## src/inc/chan_regs.svh

```systemverilog
// constants for the processor channel and mode controller
`ifndef CHAN_REGS_SVH
`define CHAN_REGS_SVH

// smallest virtual page, as address bits below the page number
`define CH_PAGE_BITS  10
// addresses at or above this base are burst-capable devices
`define CH_BURST_BASE 32'h80000000
// outstanding fetch requests allowed on the channel
`define CH_MAX_OUT    2
// depth of the instruction buffer
`define CH_BUF_DEPTH  2
// byte step of the prefetch pointer
`define CH_WORD_STEP  32'h00000004
// reset value of both prefetch pointers
`define CH_PTR_RST    32'h00000000

`endif

```

## src/inc/chan_pkg.sv

```systemverilog
// types for the processor channel and mode controller
`default_nettype none
package chan_pkg;

  // externally indicated operating mode, one code each
  typedef enum logic [2:0] {
    MODE_EXEC, MODE_WAIT, MODE_HOLD, MODE_HALT,
    MODE_STEP, MODE_LTI, MODE_TEST, MODE_RESET
  } mode_t;

  typedef enum logic [1:0] {I_IDLE, I_XLATE, I_ADDR, I_BURST} ifsm_t;
  typedef enum logic [1:0] {D_IDLE, D_ADDR, D_WAIT} dfsm_t;

  // one synchroniser stage of all pin inputs
  typedef struct packed {
    logic [31:0] ibus;
    logic [31:0] dbus;
    logic        i_ack;
    logic        i_pipe;
    logic        i_burst;
    logic        d_ack;
    logic        d_pipe;
    logic        ext_req;
    logic        halt;
    logic        step;
    logic        lti;
    logic        test;
    logic        dev_rd;
    logic        dev_wr;
    logic        go;
  } pin_t;

  typedef struct packed {
    pin_t        s1;
    pin_t        s2;
    mode_t       mode;
    logic        halted;
    logic        step_prev;
    logic        core_run;
    ifsm_t       ist;
    logic [31:0] ivp;
    logic [31:0] ipp;
    logic [1:0]  ipend;
    logic [1:0]  idrop;
    logic        need_xl;
    logic        bstale;
    logic        xl_req;
    logic [31:0] xl_vaddr;
    dfsm_t       dst;
    logic        dq_v;
    logic        dq_wr;
    logic        dq_cp;
    logic [31:0] dq_a;
    logic [31:0] dq_w;
    logic        d_wr;
    logic        d_ready;
    logic        rd_valid;
    logic [31:0] rd_data;
    logic        state_wr;
    logic [31:0] state_wdata;
    logic [31:0] addr;
    logic        addr_oe_n;
    logic [31:0] dout;
    logic        dout_oe_n;
    logic        ctl_oe_n;
    logic        i_req;
    logic        data_req;
    logic        rw;
    logic        burst_req;
    logic        copro;
    logic        grant;
  } chan_st_t;

endpackage
`default_nettype wire

```

## src/inc/word_stream_if.sv

```systemverilog
// valid/ready word stream between the controller and its buffer
`timescale 1ns/1ps
`default_nettype none
interface word_stream_if #(parameter int W = 32);
  logic         valid;
  logic         ready;
  logic [W-1:0] data;
  modport src (output valid, output data, input ready);
  modport snk (input valid, input data, output ready);
endinterface // word_stream_if
`default_nettype wire

```

## src/rtl/word_buffer.sv

```systemverilog
// small flip-flop fifo with registered head and flush
`timescale 1ns/1ps
`default_nettype none
module word_buffer #(
  parameter int W     = 32,
  parameter int DEPTH = 2,
  parameter int LW    = $clog2(DEPTH + 1)
) (
  input  wire logic          clk,
  input  wire logic          srst,
  input  wire logic          flush,
  output logic [LW-1:0]      level,
  word_stream_if.snk         fill,
  word_stream_if.src         drain
);

  typedef struct packed {
    logic [DEPTH-1:0][W-1:0] mem;
    logic [LW-1:0]           cnt;
    logic                    nonempty;
  } buf_st_t;

  buf_st_t st;
  buf_st_t next_st;

  // head always in mem[0] so the drain side sees flops only
  assign fill.ready  = int'(st.cnt) < DEPTH;
  assign drain.valid = st.nonempty;
  assign drain.data  = st.mem[0];
  assign level       = st.cnt;

  // shift on pop, write behind the last valid entry on push
  always_comb begin
    logic push;
    logic pop;
    int   wi;
    push    = fill.valid && (int'(st.cnt) < DEPTH);
    pop     = st.nonempty && drain.ready;
    wi      = 0;
    next_st = st;
    if (pop) begin
      for (int i = 0; i < DEPTH - 1; i++) begin
        next_st.mem[i] = st.mem[i + 1];
      end
      next_st.cnt = st.cnt - 1'b1;
    end
    if (push) begin
      wi = int'(next_st.cnt);
      next_st.mem[wi] = fill.data;
      next_st.cnt = next_st.cnt + 1'b1;
    end
    // flush beats a same-cycle push: that word is from the old stream
    if (flush) begin
      next_st.cnt = '0;
    end
    next_st.nonempty = next_st.cnt != '0;
  end

  always_ff @(posedge clk) begin
    if (srst) begin
      st <= '0;
    end else begin
      st <= next_st;
    end
  end

endmodule // word_buffer
`default_nettype wire

```

## src/rtl/proc_channel.sv

```systemverilog
// channel access engine and operating-mode controller of the processor
//
// Behaviour
// - separate 32-bit instruction in, two-way data and shared address buses.
// - address bus also carries operand words to the coprocessor.
// - simple, pipelined or burst chosen per transfer by addressed device.
// - simple access keeps the address driven until its reply completes.
// - pipelined: at most one more address before the first reply.
// - burst: later words follow increasing addresses without resending address.
// - either side may end a burst at any time.
// - a simple access may turn pipelined whenever the responder says, but burst only if burst_req was raised.
// - data accesses run alongside instruction bursts; only address bus shared.
// - arbitration logic grants the channel to an external master.
// - loads and stores arrive already translated; only physical addresses leave.
// - a new translated request is taken while the previous access completes.
// - prefetch pointer increments; translate only after reset, branches and page crossings.
// - current operating mode is shown on outputs.
// - Wait mode runs nothing and accesses nothing until interrupt or reset.
// - interlock stalls execution in Pipeline Hold until it may resume.
// - Halt by instruction or pin; no fetch and no execution.
// - Step behaves as Halt but runs one cycle per step.
// - Load Test Instruction takes instructions from the bus, then resumes sequence.
// - Test mode releases every output for test hardware.
// - development system reads and writes processor state over the data bus.
// - reset initialises control state.
`timescale 1ns/1ps
`default_nettype none
`include "chan_regs.svh"
module proc_channel #(
  parameter int PAGE_BITS = `CH_PAGE_BITS,
  parameter int BUF_DEPTH = `CH_BUF_DEPTH
) (
  input  wire logic        clk,
  input  wire logic        srst,
  input  wire logic        branch,
  input  wire logic [31:0] branch_vaddr,
  input  wire logic        xl_ack,
  input  wire logic [31:0] xl_paddr,
  input  wire logic        inst_ready,
  input  wire logic        d_req,
  input  wire logic        d_wr,
  input  wire logic        d_copro,
  input  wire logic [31:0] d_addr,
  input  wire logic [31:0] d_wdata,
  input  wire logic        wait_en,
  input  wire logic        irq,
  input  wire logic        interlock,
  input  wire logic        halt_instr,
  input  wire logic [31:0] state_rdata,
  input  wire logic [31:0] ibus_in,
  input  wire logic        ibus_ack,
  input  wire logic        i_pipe_ack,
  input  wire logic        i_burst_ack,
  input  wire logic [31:0] dbus_in,
  input  wire logic        dbus_ack,
  input  wire logic        d_pipe_ack,
  input  wire logic        ext_req,
  input  wire logic        halt_pin,
  input  wire logic        step_pin,
  input  wire logic        lti_pin,
  input  wire logic        test_pin,
  input  wire logic        dev_rd,
  input  wire logic        dev_wr,
  input  wire logic        go_pin,
  output logic [31:0]      addr_out,
  output logic             addr_oe_n,
  output logic [31:0]      dbus_out,
  output logic             dbus_oe_n,
  output logic             ctl_oe_n,
  output logic             i_req,
  output logic             data_req,
  output logic             d_rw,
  output logic             burst_req,
  output logic             copro_sel,
  output logic             ext_grant,
  output logic [2:0]       mode_out,
  output logic             inst_valid,
  output logic [31:0]      inst_data,
  output logic             d_ready,
  output logic             rd_valid,
  output logic [31:0]      rd_data,
  output logic             xl_req,
  output logic [31:0]      xl_vaddr,
  output logic             core_run,
  output logic             state_wr,
  output logic [31:0]      state_wdata
);

  localparam int LW = $clog2(BUF_DEPTH + 1);

  localparam chan_pkg::chan_st_t ST_RST = '{
    mode:      chan_pkg::MODE_RESET,
    ist:       chan_pkg::I_IDLE,
    dst:       chan_pkg::D_IDLE,
    ivp:       `CH_PTR_RST,
    ipp:       `CH_PTR_RST,
    need_xl:   1'b1,
    d_ready:   1'b1,
    addr_oe_n: 1'b1,
    dout_oe_n: 1'b1,
    default:   '0
  };

  chan_pkg::chan_st_t st;
  chan_pkg::chan_st_t next_st;
  logic               push;
  logic [31:0]        push_w;
  logic [LW-1:0]      lvl;

  word_stream_if #(.W(32)) fill_if ();
  word_stream_if #(.W(32)) drain_if ();

  function automatic logic [31:0] step_word(input logic [31:0] a);
    return a + `CH_WORD_STEP;
  endfunction

  function automatic logic burst_region(input logic [31:0] a);
    return a >= `CH_BURST_BASE;
  endfunction

  // fetched words wait here so a stalled consumer loses nothing
  word_buffer #(.W(32), .DEPTH(BUF_DEPTH), .LW(LW)) u_ibuf (
    .clk   (clk),
    .srst  (srst),
    .flush (branch),
    .level (lvl),
    .fill  (fill_if.snk),
    .drain (drain_if.src)
  );

  assign fill_if.valid  = push;
  assign fill_if.data   = push_w;
  assign drain_if.ready = inst_ready;
  assign inst_valid     = drain_if.valid;
  assign inst_data      = drain_if.data;

  // every pin and core-side output except inst_valid and inst_data (from the buffer head) is a field of the state
  assign addr_out    = st.addr;
  assign addr_oe_n   = st.addr_oe_n;
  assign dbus_out    = st.dout;
  assign dbus_oe_n   = st.dout_oe_n;
  assign ctl_oe_n    = st.ctl_oe_n;
  assign i_req       = st.i_req;
  assign data_req    = st.data_req;
  assign d_rw        = st.rw;
  assign burst_req   = st.burst_req;
  assign copro_sel   = st.copro;
  assign ext_grant   = st.grant;
  assign mode_out    = st.mode;
  assign d_ready     = st.d_ready;
  assign rd_valid    = st.rd_valid;
  assign rd_data     = st.rd_data;
  assign xl_req      = st.xl_req;
  assign xl_vaddr    = st.xl_vaddr;
  assign core_run    = st.core_run;
  assign state_wr    = st.state_wr;
  assign state_wdata = st.state_wdata;

  // whole next state; pins are read only after the second sync stage
  always_comb begin
    chan_pkg::pin_t  p;
    chan_pkg::mode_t m;
    logic step_edge;
    logic fetch_ok;
    logic acc_ok;
    logic bus_free;
    logic room;
    logic dstart;
    logic consume;
    logic adv;
    logic dbg;
    logic devrd;
    logic drop;
    next_st = st;
    p       = st.s2;
    m       = chan_pkg::MODE_EXEC;
    dstart  = 1'b0;
    adv     = 1'b0;
    push    = 1'b0;
    push_w  = p.ibus;
    next_st.s1 = {ibus_in, dbus_in, ibus_ack, i_pipe_ack, i_burst_ack, dbus_ack,
                  d_pipe_ack, ext_req, halt_pin, step_pin, lti_pin, test_pin,
                  dev_rd, dev_wr, go_pin};
    next_st.s2       = st.s1;
    next_st.rd_valid = 1'b0;
    next_st.state_wr = 1'b0;
    next_st.copro    = 1'b0;

    // mode selection, highest priority first
    step_edge = p.step && !st.step_prev;
    next_st.step_prev = p.step;
    if (halt_instr) begin
      next_st.halted = 1'b1;                    // set wins over release
    end else if (p.go) begin
      next_st.halted = 1'b0;
    end
    if (p.test) begin
      m = chan_pkg::MODE_TEST;
    end else if (p.lti && (p.halt || st.halted)) begin
      m = chan_pkg::MODE_LTI;
    end else if (p.step) begin
      m = step_edge ? chan_pkg::MODE_EXEC : chan_pkg::MODE_STEP;
    end else if (p.halt || st.halted) begin
      m = chan_pkg::MODE_HALT;
    end else if (wait_en && !irq) begin
      m = chan_pkg::MODE_WAIT;
    end else if (interlock) begin
      m = chan_pkg::MODE_HOLD;
    end
    next_st.mode     = m;
    next_st.core_run = m == chan_pkg::MODE_EXEC;

    fetch_ok = st.mode == chan_pkg::MODE_EXEC || st.mode == chan_pkg::MODE_HOLD;
    acc_ok   = fetch_ok || st.mode == chan_pkg::MODE_LTI;
    room     = fill_if.ready && (int'(lvl) + int'(st.ipend)) < BUF_DEPTH;

    // grant only between address phases, so no held address is cut off
    if (!p.ext_req) begin
      next_st.grant = 1'b0;
    end else if (st.ist != chan_pkg::I_ADDR && st.dst != chan_pkg::D_ADDR) begin
      next_st.grant = 1'b1;
    end
    bus_free = !st.grant && !p.ext_req && st.mode != chan_pkg::MODE_TEST;

    // translated request slot, refilled while the bus is busy
    if (d_req && st.d_ready) begin
      next_st.dq_v  = 1'b1;
      next_st.dq_wr = d_wr;
      next_st.dq_cp = d_copro;
      next_st.dq_a  = d_addr;
      next_st.dq_w  = d_wdata;
    end

    // data channel: it may start even while an instruction burst runs
    unique case (st.dst)
      chan_pkg::D_IDLE: begin
        if (st.dq_v && acc_ok && bus_free && st.ist != chan_pkg::I_ADDR) begin
          dstart       = 1'b1;
          next_st.dq_v = 1'b0;
          next_st.addr = st.dq_a;
          next_st.dout = st.dq_w;
          if (st.dq_cp) begin
            next_st.copro = 1'b1;               // 64 bits in one cycle
          end else begin
            next_st.dst      = chan_pkg::D_ADDR;
            next_st.data_req = 1'b1;
            next_st.rw       = !st.dq_wr;
            next_st.d_wr     = st.dq_wr;
          end
        end
      end
      chan_pkg::D_ADDR, chan_pkg::D_WAIT: begin
        if (p.d_ack) begin
          next_st.dst      = chan_pkg::D_IDLE;  // address held till here
          next_st.data_req = 1'b0;
          next_st.rd_valid = !st.d_wr;
          next_st.rd_data  = p.dbus;
        end else if (st.dst == chan_pkg::D_ADDR && p.d_pipe) begin
          next_st.data_req = 1'b0;              // late switch to pipelined
          next_st.dst      = chan_pkg::D_WAIT;
        end
      end
      default: begin
        next_st.dst = chan_pkg::D_IDLE;
      end
    endcase

    // instruction replies; stale ones after a branch are dropped
    consume = p.i_ack && (st.ist == chan_pkg::I_BURST || st.ipend != 2'h0);
    if (consume) begin
      if (st.ipend != 2'h0) begin
        next_st.ipend = st.ipend - 2'h1;
      end else begin
        adv = 1'b1;                             // next burst word, no address
      end
      if (st.idrop != 2'h0) begin
        next_st.idrop = st.idrop - 2'h1;
      end else begin
        push = !st.bstale;
      end
    end else if (st.mode == chan_pkg::MODE_LTI && p.i_ack) begin
      push = 1'b1;                              // injected, pointer untouched
    end

    // instruction channel
    unique case (st.ist)
      chan_pkg::I_IDLE: begin
        if (st.need_xl) begin
          next_st.ist      = chan_pkg::I_XLATE;
          next_st.xl_req   = 1'b1;
          next_st.xl_vaddr = st.ivp;
        end else if (fetch_ok && bus_free && !dstart && room &&
                     st.dst != chan_pkg::D_ADDR && int'(st.ipend) < `CH_MAX_OUT) begin
          next_st.ist       = chan_pkg::I_ADDR;
          next_st.i_req     = 1'b1;
          next_st.addr      = st.ipp;
          next_st.burst_req = burst_region(st.ipp) && st.ipend == 2'h0 &&
                              lvl == '0;
          next_st.ipend     = next_st.ipend + 2'h1;
          adv               = 1'b1;
        end
      end
      chan_pkg::I_ADDR: begin
        if (p.i_burst && st.burst_req && st.ipend == 2'h1) begin
          next_st.i_req = 1'b0;                 // responder took a burst
          next_st.ist   = chan_pkg::I_BURST;
        end else if (p.i_ack || p.i_pipe) begin
          next_st.i_req     = 1'b0;
          next_st.burst_req = 1'b0;
          next_st.ist       = chan_pkg::I_IDLE;
        end
      end
      chan_pkg::I_BURST: begin
        if (!p.i_burst) begin
          next_st.burst_req = 1'b0;             // responder ended it
          next_st.bstale    = 1'b0;
          next_st.ipend     = 2'h0;
          next_st.ist       = chan_pkg::I_IDLE;
        end else if (st.need_xl || !fetch_ok || lvl != '0 || branch) begin
          next_st.burst_req = 1'b0;             // our end; words still land
        end
      end
      chan_pkg::I_XLATE: begin
        if (xl_ack) begin
          next_st.xl_req  = 1'b0;
          next_st.ipp     = xl_paddr;
          next_st.need_xl = 1'b0;
          next_st.ist     = chan_pkg::I_IDLE;
        end
      end
    endcase

    // pointer steps; a fresh page needs a translation first
    if (adv) begin
      next_st.ivp = step_word(st.ivp);
      next_st.ipp = step_word(st.ipp);
      if (next_st.ivp[PAGE_BITS-1:0] == '0) begin
        next_st.need_xl = 1'b1;
        next_st.burst_req = 1'b0;
      end
    end

    // a branch restarts the stream; replies in flight become stale
    if (branch) begin
      next_st.ivp       = branch_vaddr;
      next_st.need_xl   = 1'b1;
      next_st.idrop     = next_st.ipend;
      next_st.burst_req = 1'b0;
      next_st.bstale    = next_st.ist == chan_pkg::I_BURST;
      if (st.ist == chan_pkg::I_XLATE) begin
        next_st.ist    = chan_pkg::I_IDLE;
        next_st.xl_req = 1'b0;
      end
    end

    // development access to processor state over the data bus
    dbg = st.mode == chan_pkg::MODE_HALT || st.mode == chan_pkg::MODE_STEP ||
          st.mode == chan_pkg::MODE_LTI;
    devrd = dbg && p.dev_rd && st.dst == chan_pkg::D_IDLE && !dstart;
    if (devrd) begin
      next_st.dout = state_rdata;
    end
    if (dbg && p.dev_wr) begin
      next_st.state_wr    = 1'b1;
      next_st.state_wdata = p.dbus;
    end

    // pin enables; test mode or a granted master releases everything
    drop = m == chan_pkg::MODE_TEST || next_st.grant;
    next_st.ctl_oe_n  = drop;
    next_st.addr_oe_n = drop || !(next_st.i_req || next_st.data_req || next_st.copro);
    next_st.dout_oe_n = drop || !((next_st.dst != chan_pkg::D_IDLE && next_st.d_wr) ||
                                  next_st.copro || devrd);
    next_st.d_ready   = !next_st.dq_v;
  end

  always_ff @(posedge clk) begin
    if (srst) begin
      st <= ST_RST;
    end else begin
      st <= next_st;
    end
  end

endmodule // proc_channel
`default_nettype wire

```

## config.mk

```make
export PLATFORM = sky130hd
export DESIGN_NAME = proc_channel
export DESIGN_NICKNAME = d
export VERILOG_FILES = /design/src/inc/chan_pkg.sv /design/src/inc/word_stream_if.sv /design/src/rtl/word_buffer.sv /design/src/rtl/proc_channel.sv
export VERILOG_INCLUDE_DIRS = /design/src /design/src/inc
export SDC_FILE = /design/constraint.sdc
export NUM_CORES = 1
export LEC_CHECK = 0
export BUFFER_PORTS_ARGS = -buffer_cell sky130_fd_sc_hd__buf_2
export CORE_MARGIN = 8
export CORE_UTILIZATION = 35
export DETAILED_ROUTE_END_ITERATION = 7
export GPL_ROUTABILITY_DRIVEN = 0
export HOLD_SLACK_MARGIN = 0.1
export SLEW_MARGIN = 20
export SYNTH_ARGS = -nofsm -noshare
export SYNTH_HDL_FRONTEND = slang
export SYNTH_SLANG_ARGS = --single-unit
```

## constraint.sdc

```tcl
create_clock -name clk -period 3 [get_ports clk]
set_input_delay 0.3 -clock clk [delete_from_list [all_inputs] [get_ports clk]]
set_output_delay 0.3 -clock clk [all_outputs]
set_load 0.005 [all_outputs]
```

Word-level counts from Yosys, hierarchy flattened
Index checks and enable logic that the tools add are counted.
- register bits: 542
- input port bits: 249
- output and inout port bits: 210
- word-level logic and storage cells: 292
- $add $sub $neg: 8
- order comparisons: 6
- equality and inequality tests: 16
- mux-type cells: 98
- bitwise gates (word level): 3
- reduce and logical (&&, ||, !) cells: 91
- operators with widths (operator ; count):
    32-bit 2-to-1 mux ; 11
    34-bit 2-to-1 mux ; 3
    67-bit 2-to-1 mux ; 1
    33-bit 2-to-1 mux ; 2
    32-bit by 3-bit adder with 32-bit output (second input constant) ; 2
    64-bit bitwise mux ; 1
    64-bit 2-to-1 mux ; 1
    1-bit 2-to-1 mux ; 43
    2-bit 2-to-1 mux ; 21
    32-bit demux with 1-bit select ; 1
    32-bit >= comparator (second input constant) ; 1
    1-bit logical AND ; 31
    2-bit nonzero test ; 14
    1-bit logical OR ; 17
    3-bit 2-to-1 mux ; 5
    1-bit zero test ; 12
    2-bit AND reduction ; 6
    10-bit zero test ; 1
    3-bit equality test (second input constant) ; 3
    2-bit equality test (second input constant) ; 4
    2-bit zero test ; 4
    2-bit one-hot mux with 2 select lines ; 2
    2-bit one-hot mux with 4 select lines ; 1
    2-bit by 1-bit equality test with 1-bit output (second input constant) ; 3
    other kinds (19) ; 32

Depth between registers and ports, before layout
Gate-level depths: netlist (run 1).
- depth after elaboration: 20
- depth in mapped cells: 10
- mapped depth without buffers: 8

Cells and area by module
From an unflattened synthesis (run 1), not the netlist that was laid out.
- cell total of the unflattened synthesis: 2503
- area, all modules: 22155.0 um2
- by module, submodules not included (module ; instances ; cells an instance ; area an instance (um2) ; seq. area each (um2)):
    proc_channel ; 1 ; 2122 ; 18938.2 ; 9509.1
    word_buffer ; 1 ; 381 ; 3216.8 ; 1341.3

Least setup slack after synthesis (run 1)
Ideal clock, no wire load.
- path kind: register to register
- start: register st[247] in the netlist's numbering
- end: register st[305] in the netlist's numbering
- setup time: 0.122 ns
- data arrival time: 2.618 ns
- data required time: 2.878 ns
- setup slack: 0.261 ns
- stages on the path, launching flop included: 10
- path buffers: 2
- clock period less this slack: 2.739 ns
- cells stage by stage: dfxtp_1 clkbuf_1 nand2_1 fa_1 and4bb_2 nand4_2 a2111o_1 buf_6 o31a_1 o311a_1
- cells in the longest elaborated chain, start to end: 10
- elaborated cells between the ends (all ways): 16
- classes of those cells: 1 x add/sub; 2 x order compare; 5 x mux; 8 x reduce/logical
- ends and longest elaborated chain (what ; line ; source):
    from (decl) ; proc_channel.sv:104 ; chan_pkg::chan_st_t st;
    from (signal assigned) ; proc_channel.sv:381 ; st <= next_st;
    2-bit by 2-bit adder with 3-bit output ; proc_channel.sv:215 ; room = fill_if.ready && (int'(lvl) + int'(st.ipend)) < BUF_DEPTH;
    3-bit by 2-bit < comparator with 1-bit output ; proc_channel.sv:215 ;
    1-bit logical AND ; proc_channel.sv:215 ;
    1-bit logical AND (2 in series) ; proc_channel.sv:292 ; end else if (fetch_ok && bus_free && !dstart && room &&
    1-bit logical AND (no source line) ; n/a ;
    1-bit 2-to-1 mux ; proc_channel.sv:292 ;
    1-bit 2-to-1 mux ; proc_channel.sv:288 ; if (st.need_xl) begin
    1-bit 2-to-1 mux (*) ; proc_channel.sv:286 ; unique case (st.ist)
    2-bit nonzero test (no source line) (*) ; n/a ;
Every way passes the cells marked *; elsewhere a longest branch is shown, timed or not.
A chain may end at the register's enable or synchronous reset.

Final worst setup path (run 1)
- start: register st[248] in the netlist's numbering
- end: register st[307] in the netlist's numbering
Same word-level chain as after synthesis.

==> impl_metrics.py, run 1 <==
metrics = {
    "status": {
        "status": "finished, final reports clean",
    },
    "clock_network": {
        "clk_latency_ps": 610,
        "cts.sinks": 542,
        "cts-root-buf": "clkbuf_16",
        "post_cts_buffers": 0,
        "clockBufferDepth": 3,
        "cts_buffers": 57,
        "cts_max_level": 2,
        "cts_tree": "yes",
        "path_clk_slew_ps": 60,
    },
    "power_and_ir_drop": {
        "vdd_ir_drop_max_mv": 0.381,
        "combPwrFrac": 0.086,
        "switchingPower_mw": 3.90,
        "p_seq_frac": 0.478,
        "leakage_nw": 11.4,
        "swShare": 0.243,
        "pwr-share-clk": 0.436,
        "p_int_mw": 12.2,
        "power.density_nw_per_um2": 581,
        "power_mw": 16.1,
    },
    "sta": {
        "slew_viol_final": 0,
        "tightest_slew_ps": 836,
        "fin_tns_setup_ps": 0,
        "slew_headroom": 0.442,
        "hold_viol_final": 0,
        "fin_worst_skew_ps": 16.5,
        "setup_viol": 0,
        "rsz0062_at_grt": "no",
        "period_share": 0.942,
        "hold_ws_ps": 102,
        "layout_min_cycle_time_ps": 2830,
        "fmax_mhz": 354,
    },
    "floorplanning": {
        "rows": 91,
        "die-area_um2": 70300,
        "die_x_um": 265,
        "io_pins": 459,
        "floorplan.initialDensity": 0.353,
        "core_um2": 61500,
        "die_y_um": 265,
    },
    "grt": {
        "antenna_found_initial": 13,
        "grt_util_all_layers": 0.182,
        "grt_pass1_vias": 19259,
        "grt_max_degree": 187,
        "overflow": 0,
        "grt_pass1_wl_um": 106000,
    },
    "synth": {
        "yosys_most_used_dff": "dfxtp_1",
        "syn_area_um2": 21700,
        "synth_seq_cells": 542,
        "synth-async-reset-ratio": 0,
        "synthDistinctLibCells": 76,
        "synth_edf_count": 0,
        "syn_avg_cell_area_um2": 8.80,
        "synth.area.top_cells": "dfxtp_1 (50%), nand2_1 (7.3%), buf_4 (6.8%), a21oi_1 (4.6%), nor2b_1 (4.6%)",
        "synth.most_common_cell": "dfxtp_1",
        "syn-num-nets": 2734,
        "ys_warn_count": 0,
        "synth_top_area_frac": 0.500,
        "ys_seq_area_frac": 0.500,
        "yosysTopAreaCell": "dfxtp_1",
        "ys_top_cells_by_count": "dfxtp_1 (542), nand2_1 (422), nor2_1 (207)",
        "synth_cells": 2468,
    },
    "drt": {
        "vias_per_cell": 5.09,
        "ant_nets": 0,
        "firstDrtPassIters": 7,
        "vias": 19095,
        "wire_per_inst_um": 18.1,
        "drcViolationCount": 0,
        "drt_wl_total_um": 67800,
        "drt_iter0_drc": 1652,
    },
    "worst_setup_path": {
        "required_ps": 3510,
        "cp-end-kind": "register",
        "path_class": "reg2reg",
        "start_kind": "register",
        "cp_max_fo": 14,
        "critPathArrivalTime_ps": 3340,
    },
    "hold_path": {
        "hp-class": "in2reg",
    },
    "placed_design": {
        "hpwl_um": 44700,
        "port_buffers": 458,
        "place_area_um2": 23300,
    },
    "final_layout": {
        "synthToLayoutAreaGrowth_pct": 27.4,
        "final_nets": 3174,
        "fin_util": 0.450,
        "drive_gt1_frac": 0.210,
        "final_cell_area_um2": 27700,
    },
    "flow_run": {
        "drv_cap": 0,
    },
}
## flip-flops by register name, indices dropped and copies added (netlist names), 2 cells and up
register,count
st,188
next_st,78
addr_out,32
dbus_out,32
fill_if.data,32
rd_data,32
state_wdata,32
u_ibuf.drain.data,32
u_ibuf.st,32
xl_vaddr,32
mode_out,3
u_ibuf.level,2
## per-layer routing
layer / track usage / vias to the layer above / share of wire
met3: 0.0432 / 200 / 0.063
li1: - / 9114 / -
met4: 0.0861 / 8 / 0.047
met5: 0 / - / 0.00063
met1: 0.216 / 9053 / 0.41
met2: 0.311 / 720 / 0.48
## power groups by stage
| stage | logic [mW] | clock network [mW] | registers (mW) |
|---|---|---|---|
| 2_1_floorplan | 0.735 | 0 | 7.76 |
| 3_3_place_gp | 1.10 | 0 | 7.83 |
| 3_5_place_dp | 1.12 | 0 | 7.84 |
| 4_1_cts | 1.38 | 7.21 | 7.68 |
| 5_1_grt | 1.51 | 7.53 | 7.72 |
| 6_report | 1.38 | 7.02 | 7.69 |
## path summary, 6_finish.rpt
path         startpoint       end  slack (ps)  depth (start not counted)
max             st[248]   st[307]         170                          7
min                srst   st[178]         100                          2
max reg2reg     st[248]   st[307]         170                          7
min reg2reg     st[140]  rd_valid         430                          1
## cell usage in the layout, fill, tap and decap left out, drive strengths merged, types with 18 or more instances in the layout
cell	synthesis	final
nand3	56	56
a311oi	47	47
buf	222	503
nand2	422	422
o21ai	29	29
mux2i	70	70
clkbuf	142	83
nor3	18	18
a211oi	56	56
a21oi	198	198
nand4	20	20
a222oi	32	32
nor2b	158	158
dfxtp	542	542
dlygate4sd3	0	242
nor2	207	207
inv	38	42
## logic make-up (layout without fill, tap and decap cells)
family	Yosys count	count (layout)	share of synthesized area
and+or+nand+nor	963	963	0.204
muxes	71	71	0.0328
xor gates and xnor gates	19	19	0.00766
other	0	9	0
adders and majority gates	17	17	0.0101
DFF	542	542	0.500
AOI/OAI and AO/OA	454	454	0.141
buffers and inverters	402	888	0.105
## through the flow
step                setup slack [ps]  cells
detailed placement               203   3397
finish                           175   3753
global placement                 217   3397
floorplan                        261   2468
CTS                              184   3744
global route                    3.53   3751
## timing repair
action / CTS / global route
hold buffers: 242 / 0
resized for setup: 0 / 2
endpoints found under the hold margin: 239 / 0
endpoints found under the setup margin: 0 / 2
## critical path: stages, from the launching register on
cell      delay [ps]
dfxtp_1          330
inv_1            100
fa_1             540
and4bb_2         310
nand4_4          130
a2111o_1         620
or4_1            450
a311oi_1         250
## area by class of cell
type	instances	area [um2]
fill	5840	33800
sequential	542	10900
multi-input combinational	1524	8650
timing repair buffer	745	5140
clock buffer	83	1660
tap	790	988
clock inverter	22	210
inverter	38	143
antenna	9	22.5
Power figures use the tool's default switching activity.
==> inputs of run 2 (changes only) <==
BUFFER_PORTS_ARGS = -buffer_cell sky130_fd_sc_hd__buf_4   (was -buffer_cell sky130_fd_sc_hd__buf_2)
==> run 2 against run 1 <==
Against the previous run:
- critical path depth stayed put
- die area stayed put
- sequential cell count stayed put
- count of clock-buffer cells in the layout is 3 higher
- wire length is 0.49% higher
- worst hold slack better by 46 ps
- cell count is 0.83% higher
- combinational power is 12% higher
- register-to-register slack hardly changed
- fmax hardly changed
- clock power is 4.7% higher
- non-clock buffer count is 28 higher
- largest cell class unchanged
- largest power group unchanged
==> impl_metrics.py, run 2 (same netlist as run 1, synthesis figures left out) <==
metrics = {
    "status": {
        "status": "finished, final reports clean",
    },
    "final_layout": {
        "multiInputGateArea_um2": 8660,
        "drive_gt1_frac": 0.207,
        "fill_cells": 5675,
        "final_nets": 3203,
        "largest-register": "st",
        "synthToLayoutAreaGrowth_pct": 34.5,
        "register_area_um2": 10900,
        "most-common-layout-cells": "dfxtp_1 (542), buf_4 (492), nand2_1 (421), dlygate4sd3_1 (273), nor2_1 (206)",
        "largest_register_ffs": 188,
        "final_common_cell": "dfxtp_1",
    },
    "power_and_ir_drop": {
        "swShare": 0.236,
        "p_int_mw": 12.7,
        "vdd_ir_drop_max_mv": 0.378,
        "combPwrFrac": 0.093,
        "leakage_nw": 11.9,
        "power.density_nw_per_um2": 567,
        "switchingPower_mw": 3.91,
        "pwr-share-clk": 0.443,
        "p_seq_frac": 0.464,
        "power_mw": 16.6,
    },
    "floorplanning": {
        "core_um2": 61500,
        "die_y_um": 265,
        "rows": 91,
        "floorplan.initialDensity": 0.353,
        "die-area_um2": 70300,
        "io_pins": 459,
        "die_x_um": 265,
    },
    "worst_setup_path": {
        "start_kind": "register",
        "cp_top_family": "simple AND/OR/NAND/NOR gates",
        "cp-end-kind": "register",
        "reg2reg_slack_ps": 170,
        "critPathArrivalTime_ps": 3330,
        "required_ps": 3500,
        "worstPathBufferInverterCount": 1,
        "slowest_stage": "a2111o_2",
        "max_stage_delay_ps": 570,
        "worstPathCellList": "inv_1, fa_1, and4bb_2, nand4_4, a2111o_2, or4_1, a311oi_1",
        "path_class": "reg2reg",
        "cp_max_fo": 14,
    },
    "sta": {
        "slew_headroom": 0.346,
        "setup_viol": 0,
        "fin_tns_setup_ps": 0,
        "rsz0062_at_grt": "no",
        "tightest_slew_ps": 981,
        "fin_worst_skew_ps": 18.3,
        "hold_ws_ps": 148,
        "hold_viol_final": 0,
        "slew_viol_final": 0,
        "layout_min_cycle_time_ps": 2830,
        "fmax_mhz": 354,
        "period_share": 0.942,
    },
    "grt": {
        "use_met2": 0.314,
        "grt_util_all_layers": 0.183,
        "top_usage_layer": "met2",
        "use_met1": 0.219,
        "grt_pass1_vias": 19100,
        "antenna_found_initial": 14,
        "overflow": 0,
        "met3_usage": 0.0403,
        "grt_max_degree": 184,
        "grt_pass1_wl_um": 106000,
    },
    "clock_network": {
        "cts_tree": "yes",
        "cts_buffers": 58,
        "clockBufferDepth": 3,
        "cts-root-buf": "clkbuf_16",
        "cts.sinks": 542,
        "clk_latency_ps": 600,
        "path_clk_slew_ps": 60,
        "cts_max_level": 2,
    },
    "drt": {
        "drt_iter0_drc": 1332,
        "vias": 18881,
        "drt_wl_total_um": 68200,
        "firstDrtPassIters": 7,
        "drcViolationCount": 0,
        "ant_nets": 0,
        "wire_per_inst_um": 18.0,
        "vias_per_cell": 4.99,
    },
    "hold_path": {
        "hp-class": "in2reg",
    },
    "flow_run": {
        "drv_cap": 0,
    },
    "placed_design": {
        "hpwl_um": 45400,
        "port_buffers": 458,
    },
}
[run 2: changes by cell type in the layout (fill, tap and decap cells not counted), moves of 2 or more]
cell / change
buf_2: -457
buf_4: +453
dlygate4sd3_1: +31
clkinvlp_4: -4
bufinv_16: +3
clkinv_2: +2
nor2_2: -2
[run 2: worst paths after layout]
kind	from	end	depth (start not counted)
hold reg to reg	next_st[357]	st[357]	1
hold / removal	xl_paddr[13]	st[262]	4
setup / recovery	st[248]	st[311]	7
setup reg to reg	st[248]	st[311]	7
[run 2: routing by layer]
| metal | wire length (um) | part of all wire |
|---|---|---|
| met2 | 33100 | 0.48 |
| met3 | 3970 | 0.058 |
| met1 | 28200 | 0.41 |
| met4 | 2900 | 0.043 |
| met5 | 62 | 0.00091 |
[run 2: tightest hold or removal path: cells and delay by family]
family / cells / cell delay [ps]
simple gates: 1 / 40
compound gates: 2 / 290
buf+inv: 1 / 90
[run 2: layout make-up]
class / count / share of cell area
flip-flops and latches: 542 / 0.371
multi-input cells: 1524 / 0.296
repair buffers: 773 / 0.225
clock buffers: 86 / 0.0584
well taps: 790 / 0.0338
clock inverters: 23 / 0.00934
inverters: 38 / 0.00488
diodes: 8 / 0.000685
[run 2: repair_timing]
| action | 4_1_cts | 5_1_grt |
|---|---|---|
| setup buffers | 0 | 0 |
| resized for setup | 0 | 1 |
| setup endpoints to repair | 0 | 2 |
| hold buffers | 273 | 0 |
| hold endpoints to repair | 247 | 0 |
[run 2: power by group through the flow]
| stage | Combinational (mW) | Sequential, mW | Clock (mW) |
|---|---|---|---|
| 2_1_floorplan | 0.735 | 7.76 | 0 |
| 3_3_place_gp | 1.21 | 7.83 | 0 |
| 3_5_place_dp | 1.24 | 7.85 | 0 |
| 4_1_cts | 1.55 | 7.69 | 7.55 |
| 5_1_grt | 1.68 | 7.72 | 7.82 |
| 6_report | 1.54 | 7.69 | 7.35 |
[run 2: metrics by stage]
step | std cells | cell area [um2] | setup slack [ps] | utilization
finish | 3784 | 29200 | 174 | 0.475
global route | 3782 | 29200 | 13.9 | 0.475
CTS | 3776 | 29200 | 120 | 0.475
detailed placement | 3394 | 24500 | 171 | 0.398
global placement | 3394 | 24500 | 245 | 0.398
floorplan | 2468 | 21700 | 261 | -
